$ cat config.mk
export PLATFORM = sky130hd
export DESIGN_NAME = dsf_cmd_unit
export DESIGN_NICKNAME = d
export VERILOG_FILES = /design/src/rtl/dsf_pkg.sv /design/src/rtl/dsf_cmd_unit.sv /design/src/rtl/dsf_timer.sv
export SDC_FILE = /design/constraint.sdc
export NUM_CORES = 1
export LEC_CHECK = 0
export ABC_CLOCK_PERIOD_IN_PS = 1960
export BUFFER_PORTS_ARGS = -buffer_cell sky130_fd_sc_hd__clkbuf_2
export CELL_PAD_IN_SITES_DETAIL_PLACEMENT = 1
export CELL_PAD_IN_SITES_GLOBAL_PLACEMENT = 2
export CORE_UTILIZATION = 27
export CTS_BUF_LIST = sky130_fd_sc_hd__clkbuf_4 sky130_fd_sc_hd__clkbuf_8 sky130_fd_sc_hd__clkbuf_16
export DETAILED_ROUTE_END_ITERATION = 6
export GPL_TIMING_DRIVEN = 0
export MAX_ROUTING_LAYER = met4
export PLACE_DENSITY_LB_ADDON = 0.1
export SLEW_MARGIN = 10
export SYNTH_ARGS = -nofsm -noshare
export SYNTH_HDL_FRONTEND = slang
export SYNTH_SLANG_ARGS = --single-unit
$ cat constraint.sdc
create_clock -name clk -period 1.96 [get_ports clk]
set_clock_uncertainty 0.05 [all_clocks]
set_input_delay 0.098 -clock clk [delete_from_list [all_inputs] [get_ports clk]]
set_output_delay 0.098 -clock clk [all_outputs]
set_load 0.01 [all_outputs]
$ cat src/rtl/dsf_pkg.sv
package dsf_pkg;

  localparam int CMD_W = 24;

  // Field positions inside a command word, MSB first.
  localparam int POS_AB     = 23;
  localparam int POS_RW     = 22;
  localparam int POS_ADDR_H = 20;
  localparam int POS_ADDR_L = 16;
  localparam int POS_REG_H  = 15;
  localparam int POS_REG_L  = 14;
  localparam int DATA_W     = 14;
  localparam int MON_W      = 6;
  localparam int POS_MON_L  = 8;

  // Function codes.
  localparam logic [4:0] FN_NOP       = 5'h00;
  localparam logic [4:0] FN_PWR_DOWN  = 5'h08;
  localparam logic [4:0] FN_PWR_UP    = 5'h09;
  localparam logic [4:0] FN_MON_CHAN  = 5'h0A;
  localparam logic [4:0] FN_CTRL      = 5'h0C;
  localparam logic [4:0] FN_SOFT_RST  = 5'h0F;

  // Control register bit positions.
  localparam int CR_PD_STATE = 13;
  localparam int CR_REF_LVL  = 12;
  localparam int CR_BOOST    = 11;
  localparam int CR_REF_SRC  = 10;
  localparam int CR_MON_EN   = 9;
  localparam int CR_THERM    = 8;
  localparam int CR_TOG_L    = 2;
  localparam int CR_TOG_H    = 5;

  // Writable bits; bits 7, 6, 1 and 0 are don't-care and read as zero.
  localparam logic [13:0] CR_MASK      = 14'h3F3C;
  localparam logic [13:0] CR_RST_BASE  = 14'h2000;

  // Monitor selection codes.
  localparam logic [5:0] MON_AUX_LO   = 6'h20;
  localparam logic [5:0] MON_AUX_HI   = 6'h23;
  localparam logic [5:0] MON_TRISTATE = 6'h3F;

  // Timing.
  localparam int CLK_HZ        = 20_000_000;
  localparam int PWR_UP_NS     = 8_000;
  localparam int SOFT_RST_NS   = 135_000;
  localparam int PWR_UP_CYC    = PWR_UP_NS / (1_000_000_000 / CLK_HZ);
  localparam int SOFT_RST_CYC  = SOFT_RST_NS / (1_000_000_000 / CLK_HZ);

  typedef struct packed {
    logic        ab_sel;
    logic        rd_wr_n;
    logic [4:0]  function_address_bits;
    logic [1:0]  register_select;
    logic [13:0] data_field_bits;
  } dsf_cmd_t;

  typedef struct packed {
    logic       powerdown_output_state_bit;
    logic       reference_level_bit;
    logic       amplifier_boost_bit;
    logic       reference_source_bit;
    logic       thermal_guard_bit;
    logic [3:0] toggle_enable;
  } dsf_cfg_t;

endpackage

$ cat src/rtl/dsf_cmd_unit.sv
// Functional notes
// - Special function only when both select bits zero
// - Power-down code puts channels in low power
// - Registers kept; writes refused while powered down
// - Output state bit: 1 high-Z, 0 load
// - Power-up code wakes within eight microseconds
// - Effective power-down is hardware OR software OR thermal
// - Soft reset restores defaults within limit
// - Control code: write or read by R/W bit
// - Reference level bit picks internal voltage
// - Boost bit raises amplifier bias current
// - Reference source bit selects internal reference
// - Monitor enable routes channel, else three-state
// - Thermal guard powers down above limit
// - Control bits 7, 6, 1, 0 ignored
// - Toggle bits put eight-channel groups in toggle
// - Highest toggle bit covers highest channels
// - Monitor address from six upper data bits
// - Monitor decode: outputs, aux, undefined, three-state
`timescale 1ns/10ps
`default_nettype none

module dsf_cmd_unit #(
  parameter logic REF_LVL_DEFAULT = 1'b1,
  parameter int   SOFT_RST_CYC    = dsf_pkg::SOFT_RST_CYC
) (
  input  wire logic                 clk,
  input  wire logic                 sys_rst,
  input  wire logic                 cmd_valid,
  input  wire dsf_pkg::dsf_cmd_t    cmd_word,
  input  wire logic                 hw_powerdown,
  input  wire logic                 over_temp,
  input  wire logic                 load_strobe_n,
  output logic                      cmd_busy,
  output logic                      rd_valid,
  output logic [13:0]               rd_data,
  output dsf_pkg::dsf_cfg_t         cfg,
  output logic                      powered_down,
  output logic                      outputs_high_z,
  output logic                      outputs_load_gnd,
  output logic                      settled,
  output logic                      soft_reset_pulse,
  output logic [31:0]               toggle_mode,
  output logic [31:0]               toggle_sel_b,
  output logic                      monitor_output_en,
  output logic [1:0]                monitor_route,
  output logic [5:0]                monitor_sel
);

  localparam int TMR_W = 12;
  localparam logic [1:0] ROUTE_CHAN = 2'h0;
  localparam logic [1:0] ROUTE_AUX  = 2'h1;
  localparam logic [1:0] ROUTE_NONE = 2'h2;

  typedef enum logic [2:0] {
    ST_IDLE  = 3'b001,
    ST_WAKE  = 3'b010,
    ST_RESET = 3'b100
  } dsf_state_t;

  function automatic logic [13:0] ctrl_default(input logic lvl);
    logic [13:0] v;
    v = dsf_pkg::CR_RST_BASE;
    v[dsf_pkg::CR_REF_LVL] = lvl;
    return v;
  endfunction

  // Monitor path steering; codes 36 to 62 leave the path off as an undefined pick.
  function automatic logic [1:0] mon_route_of(input logic [5:0] sel, input logic en);
    if (!en || sel == dsf_pkg::MON_TRISTATE) begin
      return ROUTE_NONE;
    end else if (sel < dsf_pkg::MON_AUX_LO) begin
      return ROUTE_CHAN;
    end else if (sel <= dsf_pkg::MON_AUX_HI) begin
      return ROUTE_AUX;
    end else begin
      return ROUTE_NONE;
    end
  endfunction

  // Pin-side inputs pass three flops; a change counts when stages two and three agree.
  logic [2:0] hwpd_sync_ff, temp_sync_ff, ld_sync_ff;
  logic       hwpd_ff, temp_ff, ld_n_ff;
  logic       nxt_hwpd, nxt_temp, nxt_ld_n;

  always_comb begin
    nxt_hwpd = (hwpd_sync_ff[1] == hwpd_sync_ff[2]) ? hwpd_sync_ff[2] : hwpd_ff;
    nxt_temp = (temp_sync_ff[1] == temp_sync_ff[2]) ? temp_sync_ff[2] : temp_ff;
    nxt_ld_n = (ld_sync_ff[1] == ld_sync_ff[2]) ? ld_sync_ff[2] : ld_n_ff;
  end

  always_ff @(posedge clk) begin
    if (sys_rst) begin
      hwpd_sync_ff <= 3'h0;
      temp_sync_ff <= 3'h0;
      ld_sync_ff   <= 3'h7;
      hwpd_ff      <= 1'b0;
      temp_ff      <= 1'b0;
      ld_n_ff      <= 1'b1;
    end else begin
      hwpd_sync_ff <= {hwpd_sync_ff[1:0], hw_powerdown};
      temp_sync_ff <= {temp_sync_ff[1:0], over_temp};
      ld_sync_ff   <= {ld_sync_ff[1:0], load_strobe_n};
      hwpd_ff      <= nxt_hwpd;
      temp_ff      <= nxt_temp;
      ld_n_ff      <= nxt_ld_n;
    end
  end

  dsf_state_t  state_ff, nxt_state;
  logic [13:0] ctrl_ff, nxt_ctrl;
  logic [5:0]  mon_ff, nxt_mon;
  logic        sw_pd_ff, nxt_sw_pd;
  logic        therm_pd_ff, nxt_therm_pd;
  logic        rd_valid_ff, nxt_rd_valid;
  logic [13:0] rd_data_ff, nxt_rd_data;
  logic        srst_ff, nxt_srst;
  logic [31:0] tog_b_ff, nxt_tog_b;
  logic        ld_prev_ff;
  logic        tmr_load;
  logic [TMR_W-1:0] tmr_val;
  logic        tmr_busy, tmr_done;
  logic        eff_pd, is_sfc, is_write, ld_fall;
  logic [31:0] tog_mask;

  dsf_timer #(.CNT_W(TMR_W)) u_timer (
    .clk      (clk),
    .sys_rst  (sys_rst),
    .load     (tmr_load),
    .load_val (tmr_val),
    .busy     (tmr_busy),
    .done     (tmr_done)
  );

  assign eff_pd   = sw_pd_ff | hwpd_ff | therm_pd_ff;
  assign is_sfc   = cmd_valid && (cmd_word.register_select == 2'b00);
  assign is_write = !cmd_word.rd_wr_n;
  assign ld_fall  = ld_prev_ff && !ld_n_ff;

  always_comb begin
    for (int g = 0; g < 4; g++) begin
      tog_mask[g*8 +: 8] = {8{ctrl_ff[dsf_pkg::CR_TOG_L + g]}};
    end
  end

  always_comb begin
    nxt_state    = state_ff;
    nxt_ctrl     = ctrl_ff;
    nxt_mon      = mon_ff;
    nxt_sw_pd    = sw_pd_ff;
    nxt_therm_pd = therm_pd_ff;
    nxt_rd_valid = 1'b0;
    nxt_rd_data  = rd_data_ff;
    nxt_srst     = 1'b0;
    nxt_tog_b    = tog_b_ff;
    tmr_load     = 1'b0;
    tmr_val      = '0;
    if (ctrl_ff[dsf_pkg::CR_THERM] && temp_ff) begin
      nxt_therm_pd = 1'b1;
    end
    if (ld_fall) begin
      nxt_tog_b = (tog_b_ff ^ tog_mask) & tog_mask;
    end
    case (state_ff)
      ST_IDLE: begin
        if (is_sfc) begin
          case (cmd_word.function_address_bits)
            dsf_pkg::FN_PWR_DOWN: begin
              if (is_write) begin
                nxt_sw_pd = 1'b1;
              end
            end
            dsf_pkg::FN_PWR_UP: begin
              if (is_write) begin
                nxt_sw_pd = 1'b0;
                // Power-up clears thermal shutdown only if the die has cooled.
                if (!temp_ff) begin
                  nxt_therm_pd = 1'b0;
                end
                tmr_load  = 1'b1;
                tmr_val   = TMR_W'(dsf_pkg::PWR_UP_CYC);
                nxt_state = ST_WAKE;
              end
            end
            dsf_pkg::FN_CTRL: begin
              if (!is_write) begin
                nxt_rd_valid = 1'b1;
                nxt_rd_data  = ctrl_ff;
              end else if (!eff_pd) begin
                nxt_ctrl = cmd_word.data_field_bits & dsf_pkg::CR_MASK;
              end
            end
            dsf_pkg::FN_MON_CHAN: begin
              if (is_write && !eff_pd) begin
                nxt_mon = cmd_word.data_field_bits[13 -: dsf_pkg::MON_W];
              end
            end
            dsf_pkg::FN_SOFT_RST: begin
              if (is_write) begin
                nxt_ctrl     = ctrl_default(REF_LVL_DEFAULT);
                nxt_mon      = dsf_pkg::MON_TRISTATE;
                nxt_sw_pd    = 1'b0;
                nxt_therm_pd = 1'b0;
                nxt_tog_b    = '0;
                nxt_srst     = 1'b1;
                tmr_load     = 1'b1;
                tmr_val      = TMR_W'(SOFT_RST_CYC);
                nxt_state    = ST_RESET;
              end
            end
            default: begin
              nxt_state = ST_IDLE;
            end
          endcase
        end
      end
      ST_WAKE: begin
        if (tmr_done) begin
          nxt_state = ST_IDLE;
        end
      end
      ST_RESET: begin
        if (tmr_done) begin
          nxt_state = ST_IDLE;
        end
      end
      default: begin
        nxt_state = ST_IDLE;
      end
    endcase
  end

  // Commands arriving while the timer runs are dropped; cmd_busy tells the host to wait.
  always_ff @(posedge clk) begin
    if (sys_rst) begin
      state_ff    <= ST_IDLE;
      ctrl_ff     <= ctrl_default(REF_LVL_DEFAULT);
      mon_ff      <= dsf_pkg::MON_TRISTATE;
      sw_pd_ff    <= 1'b0;
      therm_pd_ff <= 1'b0;
      rd_valid_ff <= 1'b0;
      rd_data_ff  <= 14'h0000;
      srst_ff     <= 1'b0;
      tog_b_ff    <= 32'h00000000;
      ld_prev_ff  <= 1'b1;
    end else begin
      state_ff    <= nxt_state;
      ctrl_ff     <= nxt_ctrl;
      mon_ff      <= nxt_mon;
      sw_pd_ff    <= nxt_sw_pd;
      therm_pd_ff <= nxt_therm_pd;
      rd_valid_ff <= nxt_rd_valid;
      rd_data_ff  <= nxt_rd_data;
      srst_ff     <= nxt_srst;
      tog_b_ff    <= nxt_tog_b;
      ld_prev_ff  <= ld_n_ff;
    end
  end

  // Output stage: all outputs registered.
  logic        busy_o_ff, pd_o_ff, hz_o_ff, gnd_o_ff, set_o_ff, mon_en_o_ff;
  logic [1:0]  route_o_ff;
  logic [31:0] tmode_o_ff;
  dsf_pkg::dsf_cfg_t cfg_o_ff, nxt_cfg_o;

  always_comb begin
    nxt_cfg_o.powerdown_output_state_bit = ctrl_ff[dsf_pkg::CR_PD_STATE];
    nxt_cfg_o.reference_level_bit        = ctrl_ff[dsf_pkg::CR_REF_LVL];
    nxt_cfg_o.amplifier_boost_bit        = ctrl_ff[dsf_pkg::CR_BOOST];
    nxt_cfg_o.reference_source_bit       = ctrl_ff[dsf_pkg::CR_REF_SRC];
    nxt_cfg_o.thermal_guard_bit          = ctrl_ff[dsf_pkg::CR_THERM];
    nxt_cfg_o.toggle_enable = ctrl_ff[dsf_pkg::CR_TOG_H:dsf_pkg::CR_TOG_L];
  end

  always_ff @(posedge clk) begin
    if (sys_rst) begin
      busy_o_ff   <= 1'b0;
      pd_o_ff     <= 1'b0;
      hz_o_ff     <= 1'b0;
      gnd_o_ff    <= 1'b0;
      set_o_ff    <= 1'b1;
      mon_en_o_ff <= 1'b0;
      route_o_ff  <= ROUTE_NONE;
      tmode_o_ff  <= 32'h00000000;
      cfg_o_ff    <= '0;
    end else begin
      busy_o_ff   <= (nxt_state != ST_IDLE);
      pd_o_ff     <= eff_pd;
      hz_o_ff     <= eff_pd && ctrl_ff[dsf_pkg::CR_PD_STATE];
      gnd_o_ff    <= eff_pd && !ctrl_ff[dsf_pkg::CR_PD_STATE];
      set_o_ff    <= !eff_pd && (state_ff != ST_WAKE);
      mon_en_o_ff <= (mon_route_of(mon_ff, ctrl_ff[dsf_pkg::CR_MON_EN]) != ROUTE_NONE);
      route_o_ff  <= mon_route_of(mon_ff, ctrl_ff[dsf_pkg::CR_MON_EN]);
      tmode_o_ff  <= tog_mask;
      cfg_o_ff    <= nxt_cfg_o;
    end
  end

  assign cmd_busy          = busy_o_ff;
  assign rd_valid          = rd_valid_ff;
  assign rd_data           = rd_data_ff;
  assign cfg               = cfg_o_ff;
  assign powered_down      = pd_o_ff;
  assign outputs_high_z    = hz_o_ff;
  assign outputs_load_gnd  = gnd_o_ff;
  assign settled           = set_o_ff;
  assign soft_reset_pulse  = srst_ff;
  assign toggle_mode       = tmode_o_ff;
  assign toggle_sel_b      = tog_b_ff;
  assign monitor_output_en = mon_en_o_ff;
  assign monitor_route     = route_o_ff;
  assign monitor_sel       = mon_ff;

endmodule

`default_nettype wire

$ cat src/rtl/dsf_timer.sv
`timescale 1ns/10ps
`default_nettype none

// Busy-timer: counts down from a loaded value; done pulses at zero.
module dsf_timer #(
  parameter int CNT_W = 12
) (
  input  wire logic             clk,
  input  wire logic             sys_rst,
  input  wire logic             load,
  input  wire logic [CNT_W-1:0] load_val,
  output logic                  busy,
  output logic                  done
);

  logic [CNT_W-1:0] cnt_ff;
  logic [CNT_W-1:0] nxt_cnt;
  logic             done_ff;
  logic             nxt_done;

  always_comb begin
    nxt_cnt  = cnt_ff;
    nxt_done = 1'b0;
    if (load) begin
      nxt_cnt = load_val;
    end else if (cnt_ff != '0) begin
      nxt_cnt  = cnt_ff - 1'b1;
      nxt_done = (cnt_ff == {{(CNT_W-1){1'b0}}, 1'b1});
    end
  end

  always_ff @(posedge clk) begin
    if (sys_rst) begin
      cnt_ff  <= '0;
      done_ff <= 1'b0;
    end else begin
      cnt_ff  <= nxt_cnt;
      done_ff <= nxt_done;
    end
  end

  assign busy = (cnt_ff != '0);
  assign done = done_ff;

endmodule

`default_nettype wire

# Yosys cells after proc, flatten, opt, wreduce, memory -nomap -nowiden
# Index checks and enable logic that the tools add are counted.
# W data, S select, Z words.
# totals
ff_bits,141
out_inout_bits,103
elab_cells,139
# op_classes
addsub,1
order_cmp,2
eq_ne,22
n_mux,44
n_bitwise,9
reduce_logical,29
# ops
operator,count
$mux W32,5
$mux W12,5
$mux W14,3
$and A32 B32 Y32,1
$xor A32 B32 Y32,1
$pmux W14 S2,1
$eq A5 B4 Y1 const B,5
$pmux W12 S2,1
$ne A2 B2 Y1 const B,7
$mux W1,13
$eq A12 B1 Y1 const B,1
$mux W3,4
$mux W6,2
$pmux W6 S2,1
$reduce_bool A12 Y1,1
$sub A12 B1 Y12 const B,1
$reduce_and A5 Y1,2
$pmux W3 S3,1
$mux W2,4
$mux W8,1
$reduce_bool A2 Y1,4
$reduce_or A4 Y1,2
$logic_and A1 B1 Y1,7
$eq A6 B6 Y1 const B,1
19 further kinds,33

# Logic depth before layout (Yosys ltp)
# Gate-level depths: netlist of the first run.
# logic_depth
ltp_word,7
ltp_mapped,7
mapped_depth_nobuf,7

# Cells and area by module
# A second synthesis of the first run with hierarchy kept.
# hier_totals
hier_cells,471
area_unflattened_um2,4523.1
# by_module_without_submodules
module,n_inst,cells_per_inst,area_each_um2,seq_area_each_um2
dsf_cmd_unit,1,379,3732.3,1901.8
dsf_timer,1,92,790.8,260.2

# Least setup slack after synthesis of the first run
# No wires, ideal clock.
# synth_timing
path_type,flip-flop to flip-flop
from,register u_timer.cnt_ff[0]
to,register u_timer.cnt_ff[7]
setup_ns,0.132
arrival_time_ns,1.686
required_ns,1.778
slack_ns,0.092
stages_incl_launch_ff,8
path_cell_list,dfxtp_1 -> inv_1 -> ha_1 -> nor3b_1 -> nand4_2 -> or3b_2 -> xor2_1 -> a21oi_1
# synth_between
elab_chain_len,3
# synth_rtl
item,line,source
"start, declared",dsf_timer.sv:16,logic [CNT_W-1:0] cnt_ff;
"start signal, assigned",dsf_timer.sv:37,cnt_ff <= nxt_cnt;
$sub A12 B1 Y12,dsf_timer.sv:27,nxt_cnt = cnt_ff - 1'b1;
$mux W12,dsf_timer.sv:26,end else if (cnt_ff != '0) begin
$mux W12,dsf_timer.sv:24,if (load) begin
# Several ways; a longest one is shown, not always the timed one. The select of a mux whose other input is x is not followed.
# A chain may end at the register's enable or synchronous reset.

# Worst setup path after layout of the first run
# Ends and elaborated chain as after synthesis.

==> results of run 1 <==
-- metrics by stage --
step | setup WS (ps) | power (µW)
detailed placement | -424.5 | 3161
finish | 83.30 | 5152
floorplan | 91.69 | 2966
global route | -30.22 | 5430
CTS | 36.33 | 5148
global placement | -379.4 | 3138
-- registers in the layout, indices dropped and copies added, names as in the netlist, 2 cells and up --
name and flops:
ctrl_ff 10, u_timer.cnt_ff 12, toggle_mode 4, toggle_sel_b 32
cfg 5, hwpd_sync_ff 3, ld_sync_ff 3, monitor_sel 6
state_ff 3, rd_data 10, monitor_route 2, temp_sync_ff 3
-- worst max path at each step --
stage	start	endpoint	cells after the start
global placement	u_timer.cnt_ff[0]	u_timer.cnt_ff[2]	7
CTS	state_ff[1]	rd_data[12]	6
detailed placement	u_timer.cnt_ff[0]	u_timer.cnt_ff[2]	7
global route	state_ff[1]	rd_data[12]	6
finish	u_timer.cnt_ff[0]	u_timer.cnt_ff[7]	7
floorplan	u_timer.cnt_ff[0]	u_timer.cnt_ff[7]	7
-- kinds of logic (layout without fill, tap and decap cells) --
logic type      after synthesis  after routing  share of synthesized area
xor+xnor                      8              8                    0.01620
flops                       108            108                     0.4999
compound gates               67             67                    0.09315
mux                          12             12                    0.02777
buf+inv                      59            216                    0.09141
fa+ha+maj                     2              2                   0.005784
simple gates                223            223                     0.2650
other cells                   1              4                  0.0008670
-- worst max-delay path: stages, from the launching register on --
cell and delay (ps):
dfxtp_2 390, inv_1 60, ha_1 240, nor3b_4 190, nand4_4 120, or3b_2 470, xor2_1 140, a21oi_1 80
-- cells in the final DEF, fill, tap and decap left out, types with 3 or more instances in the layout --
| cell type | count |
|---|---|
| a211o_1 | 4 |
| a211oi_1 | 3 |
| a21oi_1 | 43 |
| buf_4 | 44 |
| buf_6 | 4 |
| clkbuf_1 | 10 |
| clkbuf_16 | 9 |
| clkbuf_2 | 122 |
| clkinv_2 | 3 |
| conb_1 | 4 |
| dfxtp_1 | 106 |
| dlygate4sd3_1 | 12 |
| inv_1 | 6 |
| mux2i_1 | 12 |
| nand2_1 | 23 |
| nand2b_1 | 17 |
| nand3_1 | 12 |
| nand4_1 | 5 |
| nor2_1 | 100 |
| nor2b_1 | 24 |
| nor3_1 | 8 |
| nor3b_1 | 4 |
| o21ai_0 | 5 |
| o21bai_1 | 3 |
| or2_2 | 5 |
| xnor2_1 | 5 |
| xor2_1 | 3 |
-- report_power, final --
part / internal, µW / switching (µW) / total [µW]
Combinational: 433 / 443 / 877
Sequential: 2290 / 119 / 2410
Clock: 1030 / 841 / 1870
-- area by class of cell --
| type | count | area share |
|---|---|---|
| Sequential cell | 108 | 0.3759 |
| Multi-Input combinational cell | 316 | 0.3190 |
| Timing Repair Buffer | 141 | 0.1382 |
| Buffer | 53 | 0.06475 |
| Tap cell | 211 | 0.04585 |
| Clock buffer | 10 | 0.04150 |
| Clock inverter | 6 | 0.01086 |
| Inverter | 6 | 0.003911 |
-- synth_stat cells (2+ instances only) --
| cell | n | share of area |
|---|---|---|
| dfxtp_1 | 108 | 0.50 |
| nor2_1 | 100 | 0.087 |
| a21oi_1 | 43 | 0.050 |
| buf_4 | 38 | 0.066 |
| nor2b_1 | 24 | 0.035 |
| nand2_1 | 23 | 0.020 |
| nand2b_1 | 17 | 0.025 |
| mux2i_1 | 12 | 0.028 |
| nand3_1 | 12 | 0.014 |
| clkbuf_1 | 10 | 0.0087 |
| nor3_1 | 9 | 0.010 |
| inv_1 | 6 | 0.0052 |
| nand4_1 | 5 | 0.0072 |
| nor3b_1 | 5 | 0.0087 |
| o21ai_0 | 5 | 0.0058 |
| or2_2 | 5 | 0.0072 |
| xnor2_1 | 5 | 0.010 |
| a211o_1 | 4 | 0.0081 |
| buf_6 | 4 | 0.010 |
| a211oi_1 | 3 | 0.0052 |
| o21bai_1 | 3 | 0.0052 |
| xor2_1 | 3 | 0.0061 |
| a31oi_1 | 2 | 0.0029 |
| and2_1 | 2 | 0.0029 |
| ha_1 | 2 | 0.0058 |
| nand4b_1 | 2 | 0.0041 |
-- layer usage --
metal  vias to the layer above  share of wire
met5                         -              0
met3                        12          0.036
li1                       1867              -
met4                         0          0.015
met2                        77           0.48
met1                      1730           0.47
-- repair_timing --
| action | CTS | global route |
|---|---|---|
| hold buffers | 12 | 0 |
| buffers inserted | 3 | 4 |
| resized for setup | 8 | 3 |
| pin swaps | 1 | 0 |
| endpoints found under the hold margin | 14 | 0 |
| endpoints found under the setup margin | 57 | 32 |
==> out/results.txt, run 1 <==
leakage: 0.002706 µW
CTS tree: built
Synth Flop Type: dfxtp_1
Layout Cells excl Fill: 851
Worst R2R Setup Slack: 80 ps
Register Area: 2165 µm²
Peak VDD IR: 0.0004093 V
GR Util met1: 0.1853
Root Driver: clkbuf_16
Design Area, Final: 5758 µm²
Yosys Warn Count: 0
H-tree depth: 3
worst skew pair latency: 350 ps
GR Overflow Total: 0
clock buffer depth: 2
Sinks on Clock Net: 108
Min Hold Slack: 18.77 ps
vias in the first global route: 3597
Max Cap Viol: 0
min cycle time layout: 1877 ps
startpoint types: flop
ANT cells: 0
met2 GRT Util: 0.2458
# DRC: 0
worst-path fanout max: 6
Die H: 128.6 µm
min-delay src: cmd_word[13]
fmax: 532.9 MHz
Post-synth ARST share: 0
number of synthesized flops with an enable pin: 0
iteration count of the initial detailed-routing pass: 4
Critical Path RT: 2130 ps
1st-iter DRT viols: 113
Ports: 132
Worst setup EP type: flop
Distinct cells, synth: 54
Via Count: 3686
Wirelength per Cell: 13.79 µm
share of layout cells above drive strength 1: 0.3281
DP Wirelength: 8.553 mm
Util after Layout: 0.3732
Filler cells: 1832
drt total wl: 11.74 mm
Slew @ Worst Pin: 639.7 ps
Hold Crit Class: in -> reg
Final Max Tran Viols: 0
final clock period utilization by the worst path: 0.9575
I/O Buffers: 122
Avg Inst Size Synth: 9.011 µm²
unrepaired setup endpoints after global routing: true
critical path class: reg -> reg
core area: 15430 µm²
initial antenna violation count: 0
largest net degree at the start of global routing: 18
global route hottest layer: met2
hold path endpoint: ctrl_ff[13]
sequential share of the synthesized area: 0.4999
FF-to-FF path depth: 7
relative slew slack: 0.5736
Die ar.: 16530 µm²
multi-input combinational cell area: 1837 µm²
P per Cell Area: 894.8 nW/µm²
vias per inst: 4.331
clock-pin slew on the worst setup and hold paths: 70 ps
post-synthesis cell area: 4325 µm²
Syn Inst Count: 480
routability cong.: 0.7272
Cells after DPL: 816
FP Rows: 45
Sum Neg Setup Slack: 0 ps
critical path data arrival time: 2040 ps
flops & latches, synth: 108
first-pass GRT wire length: 18.71 mm
final hold violations: 0
GRT met3 Usage: 0.03119
chip width: 128.6 µm
Final #Nets: 666
CTS Buf Count: 9
global router's overall resource usage: 0.1516
Routed Antenna Nets: 0
final setup vio count: 0
Initial Util: 0.2804
worst hold path stage count: 3
R2R Path Start: u_timer.cnt_ff[0]
Area Overhead vs Synth: 33.12%
status: finished, final reports clean
Cell Area, Placed: 5211 µm²
worst r2r dst: u_timer.cnt_ff[7]
Power figures use the tool's default switching activity.
==> run 2, diff against run 1 <==
--- a/config.mk
+++ b/config.mk
@@ -5,11 +5,11 @@
 export SDC_FILE = /design/constraint.sdc
 export NUM_CORES = 1
 export LEC_CHECK = 0
-export ABC_CLOCK_PERIOD_IN_PS = 1960
+export ABC_CLOCK_PERIOD_IN_PS = 2300
 export BUFFER_PORTS_ARGS = -buffer_cell sky130_fd_sc_hd__clkbuf_2
 export CELL_PAD_IN_SITES_DETAIL_PLACEMENT = 1
 export CELL_PAD_IN_SITES_GLOBAL_PLACEMENT = 2
-export CORE_UTILIZATION = 27
+export CORE_UTILIZATION = 32
 export CTS_BUF_LIST = sky130_fd_sc_hd__clkbuf_4 sky130_fd_sc_hd__clkbuf_8 sky130_fd_sc_hd__clkbuf_16
 export DETAILED_ROUTE_END_ITERATION = 6
 export GPL_TIMING_DRIVEN = 0
==> constraint.sdc (replaced) <==
create_clock -name clk -period 2.3 [get_ports clk]
set_clock_uncertainty 0.05 [all_clocks]
set_input_delay 0.115 -clock clk [delete_from_list [all_inputs] [get_ports clk]]
set_output_delay 0.115 -clock clk [all_outputs]
set_load 0.01 [all_outputs]
==> run 2 against run 1 <==
  * Global-route usage grew 2.3 points
  * Combinational power down 26%
  * Core utilization is 4.9 points higher
  * Clock power fell by 20%
  * Maximum frequency is 7.7% lower
  * Sequential cell count unchanged
  * Register-to-register slack better by 180 ps
==> out/results.txt, run 2 (same netlist as run 1, synthesis figures left out) <==
final clock period utilization by the worst path: 0.8839 (-0.07361)
Sinks on Clock Net: 108 (unchanged)
Worst R2R Setup Slack: 270 ps (+180 ps)
max incr delay on CP: 370 ps (-100 ps)
final hold violations: 0 (unchanged)
met2 GRT Util: 0.2846 (+0.03877)
leakage: 0.002636 µW (-2.6%)
H-tree depth: 3 (unchanged)
GRT met3 Usage: 0.04151 (+0.01032)
core area: 13190 µm² (-15%)
clock buffer depth: 2 (unchanged)
number of flip-flops under the largest register name: 32 (unchanged)
crit path buf inv count: 1 (unchanged)
Initial Util: 0.3279 (+0.04755)
first-pass GRT wire length: 18.49 mm (-1.2%)
CTS tree: built
worst r2r dst: u_timer.cnt_ff[2]
Peak VDD IR: 0.0003256 V (-20%)
most frequent cells in the layout: clkbuf_2, dfxtp_1, nor2_1, a21oi_1, buf_4
clock-pin slew on the worst setup and hold paths: 70 ps (about the same)
largest net degree at the start of global routing: 18 (unchanged)
iteration count of the initial detailed-routing pass: 4 (unchanged)
global router's overall resource usage: 0.1749 (+0.02326)
relative slew slack: 0.5513 (-0.02223)
# DRC: 0 (unchanged)
CP cell instances: inv_1, ha_1, nor3b_4, nand4_2, nor2_2, o21ai_0, nor2b_1
DP Wirelength: 8.313 mm (-2.8%)
FF-to-FF path depth: 7 (unchanged)
Die ar.: 13990 µm² (-15%)
Final Max Tran Viols: 0 (unchanged)
Top delay family on crit path: simple AND/OR/NAND/NOR gates
Area Overhead vs Synth: 28.90%
Worst setup EP type: flop
Root Driver: clkbuf_16
Hold Crit Class: in -> reg
initial antenna violation count: 0 (unchanged)
I/O Buffers: 122 (unchanged)
unrepaired setup endpoints after global routing: false
Critical Path RT: 2470 ps (+340 ps)
P per Cell Area: 750.0 nW/µm² (-16%)
R2R Path Start: u_timer.cnt_ff[0]
startpoint types: flop
FP Rows: 42 (-6.7%)
Routed Antenna Nets: 0 (unchanged)
Die H: 118.3 µm (-8.0%)
share of layout cells above drive strength 1: 0.3165 (-0.01167)
Slew @ Worst Pin: 666.9 ps (+27.20 ps)
ANT cells: 0 (unchanged)
worst skew pair latency: 350 ps (about the same)
min-delay src: sys_rst
CTS Buf Count: 9 (unchanged)
global route hottest layer: met2
critical path data arrival time: 2200 ps (+160 ps)
Via Count: 3646 (-1.1%)
critical path class: reg -> reg
Min Hold Slack: 36.02 ps (+17.26 ps)
GR Overflow Total: 0 (unchanged)
1st-iter DRT viols: 147 (+30%)
# Post-CTS Setup Buffers: 0 (-3)
vias per inst: 4.512 (+4.2%)
routability cong.: 0.7769 (+6.8%)
Ports: 132 (unchanged)
Wirelength per Cell: 14.17 µm (+2.7%)
Filler cells: 1591 (-13%)
final setup vio count: 0 (unchanged)
Final #Nets: 658 (-1.2%)
total power: 4182 µW (-19%)
chip width: 118.3 µm (-8.0%)
Max Cap Viol: 0 (unchanged)
hold path endpoint: toggle_mode[7]
status: finished, final reports clean
fmax: 491.9 MHz (-7.7%)
drt total wl: 11.45 mm (-2.5%)
Slowest-stage cell, CP: dfxtp_1
min cycle time layout: 2033 ps (+156.2 ps)
vias in the first global route: 3567 (-0.83%)
GR Util met1: 0.2123 (+0.02695)
commonest non-fill, non-tap cell in the layout: clkbuf_2
worst-path fanout max: 8 (+2)
worst hold path stage count: 2 (-1)
## run 2: cell types whose count changed in the layout (fill, tap and decap cells not counted), sizes merged
cell	change
dlygate4sd3	-1
buf	-7
clkbuf	+1
bufinv	-1
clkinv	-1
clkinvlp	+1
## run 2: metal layers
layer | routed length (µm) | vias up
met4 | 148 | 0
li1 | - | 1856
met1 | 5331 | 1702
met5 | 0 | -
met2 | 5523 | 77
met3 | 443 | 11
## run 2: final cells by class
| type | instances | area, µm² | area share |
|---|---|---|---|
| well taps | 176 | 220.2 | 0.03950 |
| flip-flops and latches | 108 | 2162 | 0.3878 |
| multi-input cells | 316 | 1795 | 0.3220 |
| repair buffers | 133 | 720.7 | 0.1293 |
| clock buffers | 11 | 246.5 | 0.04421 |
| inverters | 6 | 22.52 | 0.004039 |
| clock inverters | 5 | 35.03 | 0.006284 |
| plain buffers | 53 | 372.9 | 0.06688 |
## run 2: worst max-delay path by stage
stage                      start  slack, ps           endpoint  cells past startpoint
2_1_floorplan  u_timer.cnt_ff[0]        430  u_timer.cnt_ff[7]                      7
3_3_place_gp   u_timer.cnt_ff[0]       -150  u_timer.cnt_ff[2]                      7
3_5_place_dp   u_timer.cnt_ff[0]       -230  u_timer.cnt_ff[2]                      7
4_1_cts                  hwpd_ff         90     monitor_sel[5]                      5
5_1_grt        u_timer.cnt_ff[0]          7  u_timer.cnt_ff[2]                      7
6_report       u_timer.cnt_ff[0]        270  u_timer.cnt_ff[2]                      7
## run 2: metrics by stage
stage	setup TNS [ps]	instances	worst slack [ps]	util	instance area (µm²)
floorplan	0	483	431.7	-	4337
global placement	-392.4	781	-146.1	0.3918	5167
detailed placement	-1080	781	-225.8	0.3918	5167
CTS	0	808	92.79	0.4218	5564
global route	0	808	7.073	0.4227	5575
finish	0	808	267.1	0.4227	5575
## run 2: power by group
| group | switching [µW] | leakage, µW | internal, µW |
|---|---|---|---|
| clock network | 713 | 0.000139 | 779 |
| logic | 353 | 0.00162 | 300 |
| registers | 89.0 | 0.000875 | 1950 |
## run 2: what timing repair did
item | 4_1_cts | 5_1_grt
endpoints found under the setup margin | 9 | 8
hold buffers | 11 | 0
gates resized for setup | 1 | 2
endpoints found under the hold margin | 13 | 0
==> run 3, diff against run 2 <==
--- a/config.mk
+++ b/config.mk
@@ -15,6 +15,7 @@
 export GPL_TIMING_DRIVEN = 0
 export MAX_ROUTING_LAYER = met4
 export PLACE_DENSITY_LB_ADDON = 0.1
+export RECOVER_POWER = 100
 export SLEW_MARGIN = 10
 export SYNTH_ARGS = -nofsm -noshare
 export SYNTH_HDL_FRONTEND = slang
==> run 3 against run 2 <==
  * Setup slack got worse by 50 ps
  * Non-clock buffer count did not move
  * Sequential share of layout area rose by 0.73 points
  * Critical path type unchanged
  * Maximum frequency fell by 2.4%
==> out/results.txt, run 3 (same netlist as run 1, synthesis figures left out) <==
Wirelength per Cell: 14.23 µm (+0.42%)
routability cong.: 0.7769 (unchanged)
iteration count of the initial detailed-routing pass: 4 (unchanged)
# DRC: 0 (unchanged)
initial antenna violation count: 0 (unchanged)
final clock period utilization by the worst path: 0.9055 (+0.02160)
core area: 13190 µm² (unchanged)
vias per inst: 4.517 (+0.11%)
P per Cell Area: 763.4 nW/µm² (+1.8%)
Die H: 118.3 µm (unchanged)
Via Count: 3650 (+0.11%)
I/O Buffers: 122 (unchanged)
leakage: 0.002385 µW (-9.5%)
final hold violations: 0 (unchanged)
largest net degree at the start of global routing: 18 (unchanged)
R2R Path Start: state_ff[1]
unrepaired setup endpoints after global routing: false
Root Driver: clkbuf_16
worst-path fanout max: 10 (+2)
first-pass GRT wire length: 18.49 mm (unchanged)
CTS Buf Count: 9 (unchanged)
Peak VDD IR: 0.0003263 V (+0.21%)
critical path data arrival time: 2280 ps (+80 ps)
Design Area, Final: 5473 µm² (-1.8%)
share of layout cells above drive strength 1: 0.2073 (-0.1092)
Ports: 132 (unchanged)
Die ar.: 13990 µm² (unchanged)
Sum Neg Setup Slack: 0 ps (unchanged)
chip width: 118.3 µm (unchanged)
vias in the first global route: 3567 (unchanged)
number of flip-flops under the largest register name: 32 (unchanged)
Initial Util: 0.3279 (unchanged)
GR Overflow Total: 0 (unchanged)
FF-to-FF path depth: 6 (-1)
Layout Cells excl Fill: 808 (unchanged)
Cells after DPL: 781 (unchanged)
Cell Area, Placed: 5167 µm² (unchanged)
relative slew slack: 0.5513 (unchanged)
Setup crit start: state_ff[1]
Slew @ Worst Pin: 666.9 ps (unchanged)
total power: 4178 µW (about the same)
ANT cells: 0 (unchanged)
pre-CTS worst setup slack: -225.8 ps (unchanged)
global router's overall resource usage: 0.1749 (unchanged)
critical path class: reg -> reg
min cycle time layout: 2083 ps (+49.67 ps)
final setup vio count: 0 (unchanged)
status: finished, final reports clean
Final #Nets: 658 (unchanged)
Hold Crit Class: in -> reg
Sinks on Clock Net: 108 (unchanged)
clock buffer depth: 2 (unchanged)
Worst setup EP type: flop
FP Rows: 42 (unchanged)
1st-iter DRT viols: 137 (-6.8%)
startpoint types: flop
min-delay src: cmd_word[13]
DP Wirelength: 8.313 mm (unchanged)
drt total wl: 11.50 mm (+0.42%)
Max Cap Viol: 0 (unchanged)
Final Max Tran Viols: 0 (unchanged)
commonest non-fill, non-tap cell in the layout: dfxtp_1
PnR worst setup slack: 217.4 ps (-49.67 ps)
worst skew pair latency: 350 ps (about the same)
Critical Path RT: 2490 ps (+20 ps)
Area Overhead vs Synth: 26.53%
H-tree depth: 3 (unchanged)
# Post-CTS Setup Buffers: 0 (unchanged)
Routed Antenna Nets: 0 (unchanged)
CTS tree: built
worst hold path stage count: 3 (+1)
clock-pin slew on the worst setup and hold paths: 70 ps (about the same)
fmax: 480.2 MHz (-2.4%)
most frequent cells in the layout: dfxtp_1, nor2_1, clkbuf_1, clkbuf_2, a21oi_1
## run 3: cell types whose count changed in the layout (fill, tap and decap cells not counted), moves of 2 or more
cell	delta
and2_0	+2
buf_6	-2
clkbuf_1	+68
and2_1	-2
clkbuf_2	-66
clkbuf_4	+32
buf_4	-33
## run 3: final cells by class
type                       count  area, µm²
inverter                       6      22.52
timing repair buffer         133      635.6
fill                        1623       7717
clock inverter                 5      35.03
sequential                   108       2162
clock buffer                  11      246.5
multi-input combinational    316       1793
buffer                        53      357.8
tap                          176      220.2
## run 3: final timing paths
kind	to	slack [ps]
hold reg to reg	ld_sync_ff[1]	360
hold / removal	ctrl_ff[13]	40
setup / recovery	toggle_sel_b[9]	220
setup reg to reg	toggle_sel_b[9]	220
## run 3: what timing repair did
| action | in CTS | in global routing |
|---|---|---|
| resized for setup | 1 | 2 |
| hold buffers | 11 | 0 |
| endpoints found under the hold margin | 13 | 0 |
| setup endpoints to repair | 9 | 8 |
## run 3: per-stage QoR
stage                     utilization  hold WS (ps)
after floorplan                     -         148.4
after global placement         0.3918         275.4
after detailed placement       0.3918         273.7
after CTS                      0.4218         18.43
after global routing           0.4149         67.94
final                          0.4149         43.21
## run 3: power breakdown
| part | total [µW] | switching, µW | internal [µW] | leakage, µW |
|---|---|---|---|---|
| clock network | 1490 | 714 | 779 | 0.000139 |
| logic | 650 | 353 | 297 | 0.00137 |
| registers | 2040 | 88.9 | 1950 | 0.000875 |
## run 3: critical path, stage by stage (launching register included)
cell and delay, ps:
dfxtp_1 370, nor3b_2 440, nor4b_4 520, or2_1 170
buf_4 130, buf_2 210, nor2_1 70
## run 3: per-layer routing
layer,track usage,up-vias,routed length (µm)
met5,-,-,0
met4,0.05769,0,148
met3,0.04151,11,452
met2,0.2846,77,5483
met1,0.2123,1707,5409
li1,-,1855,-
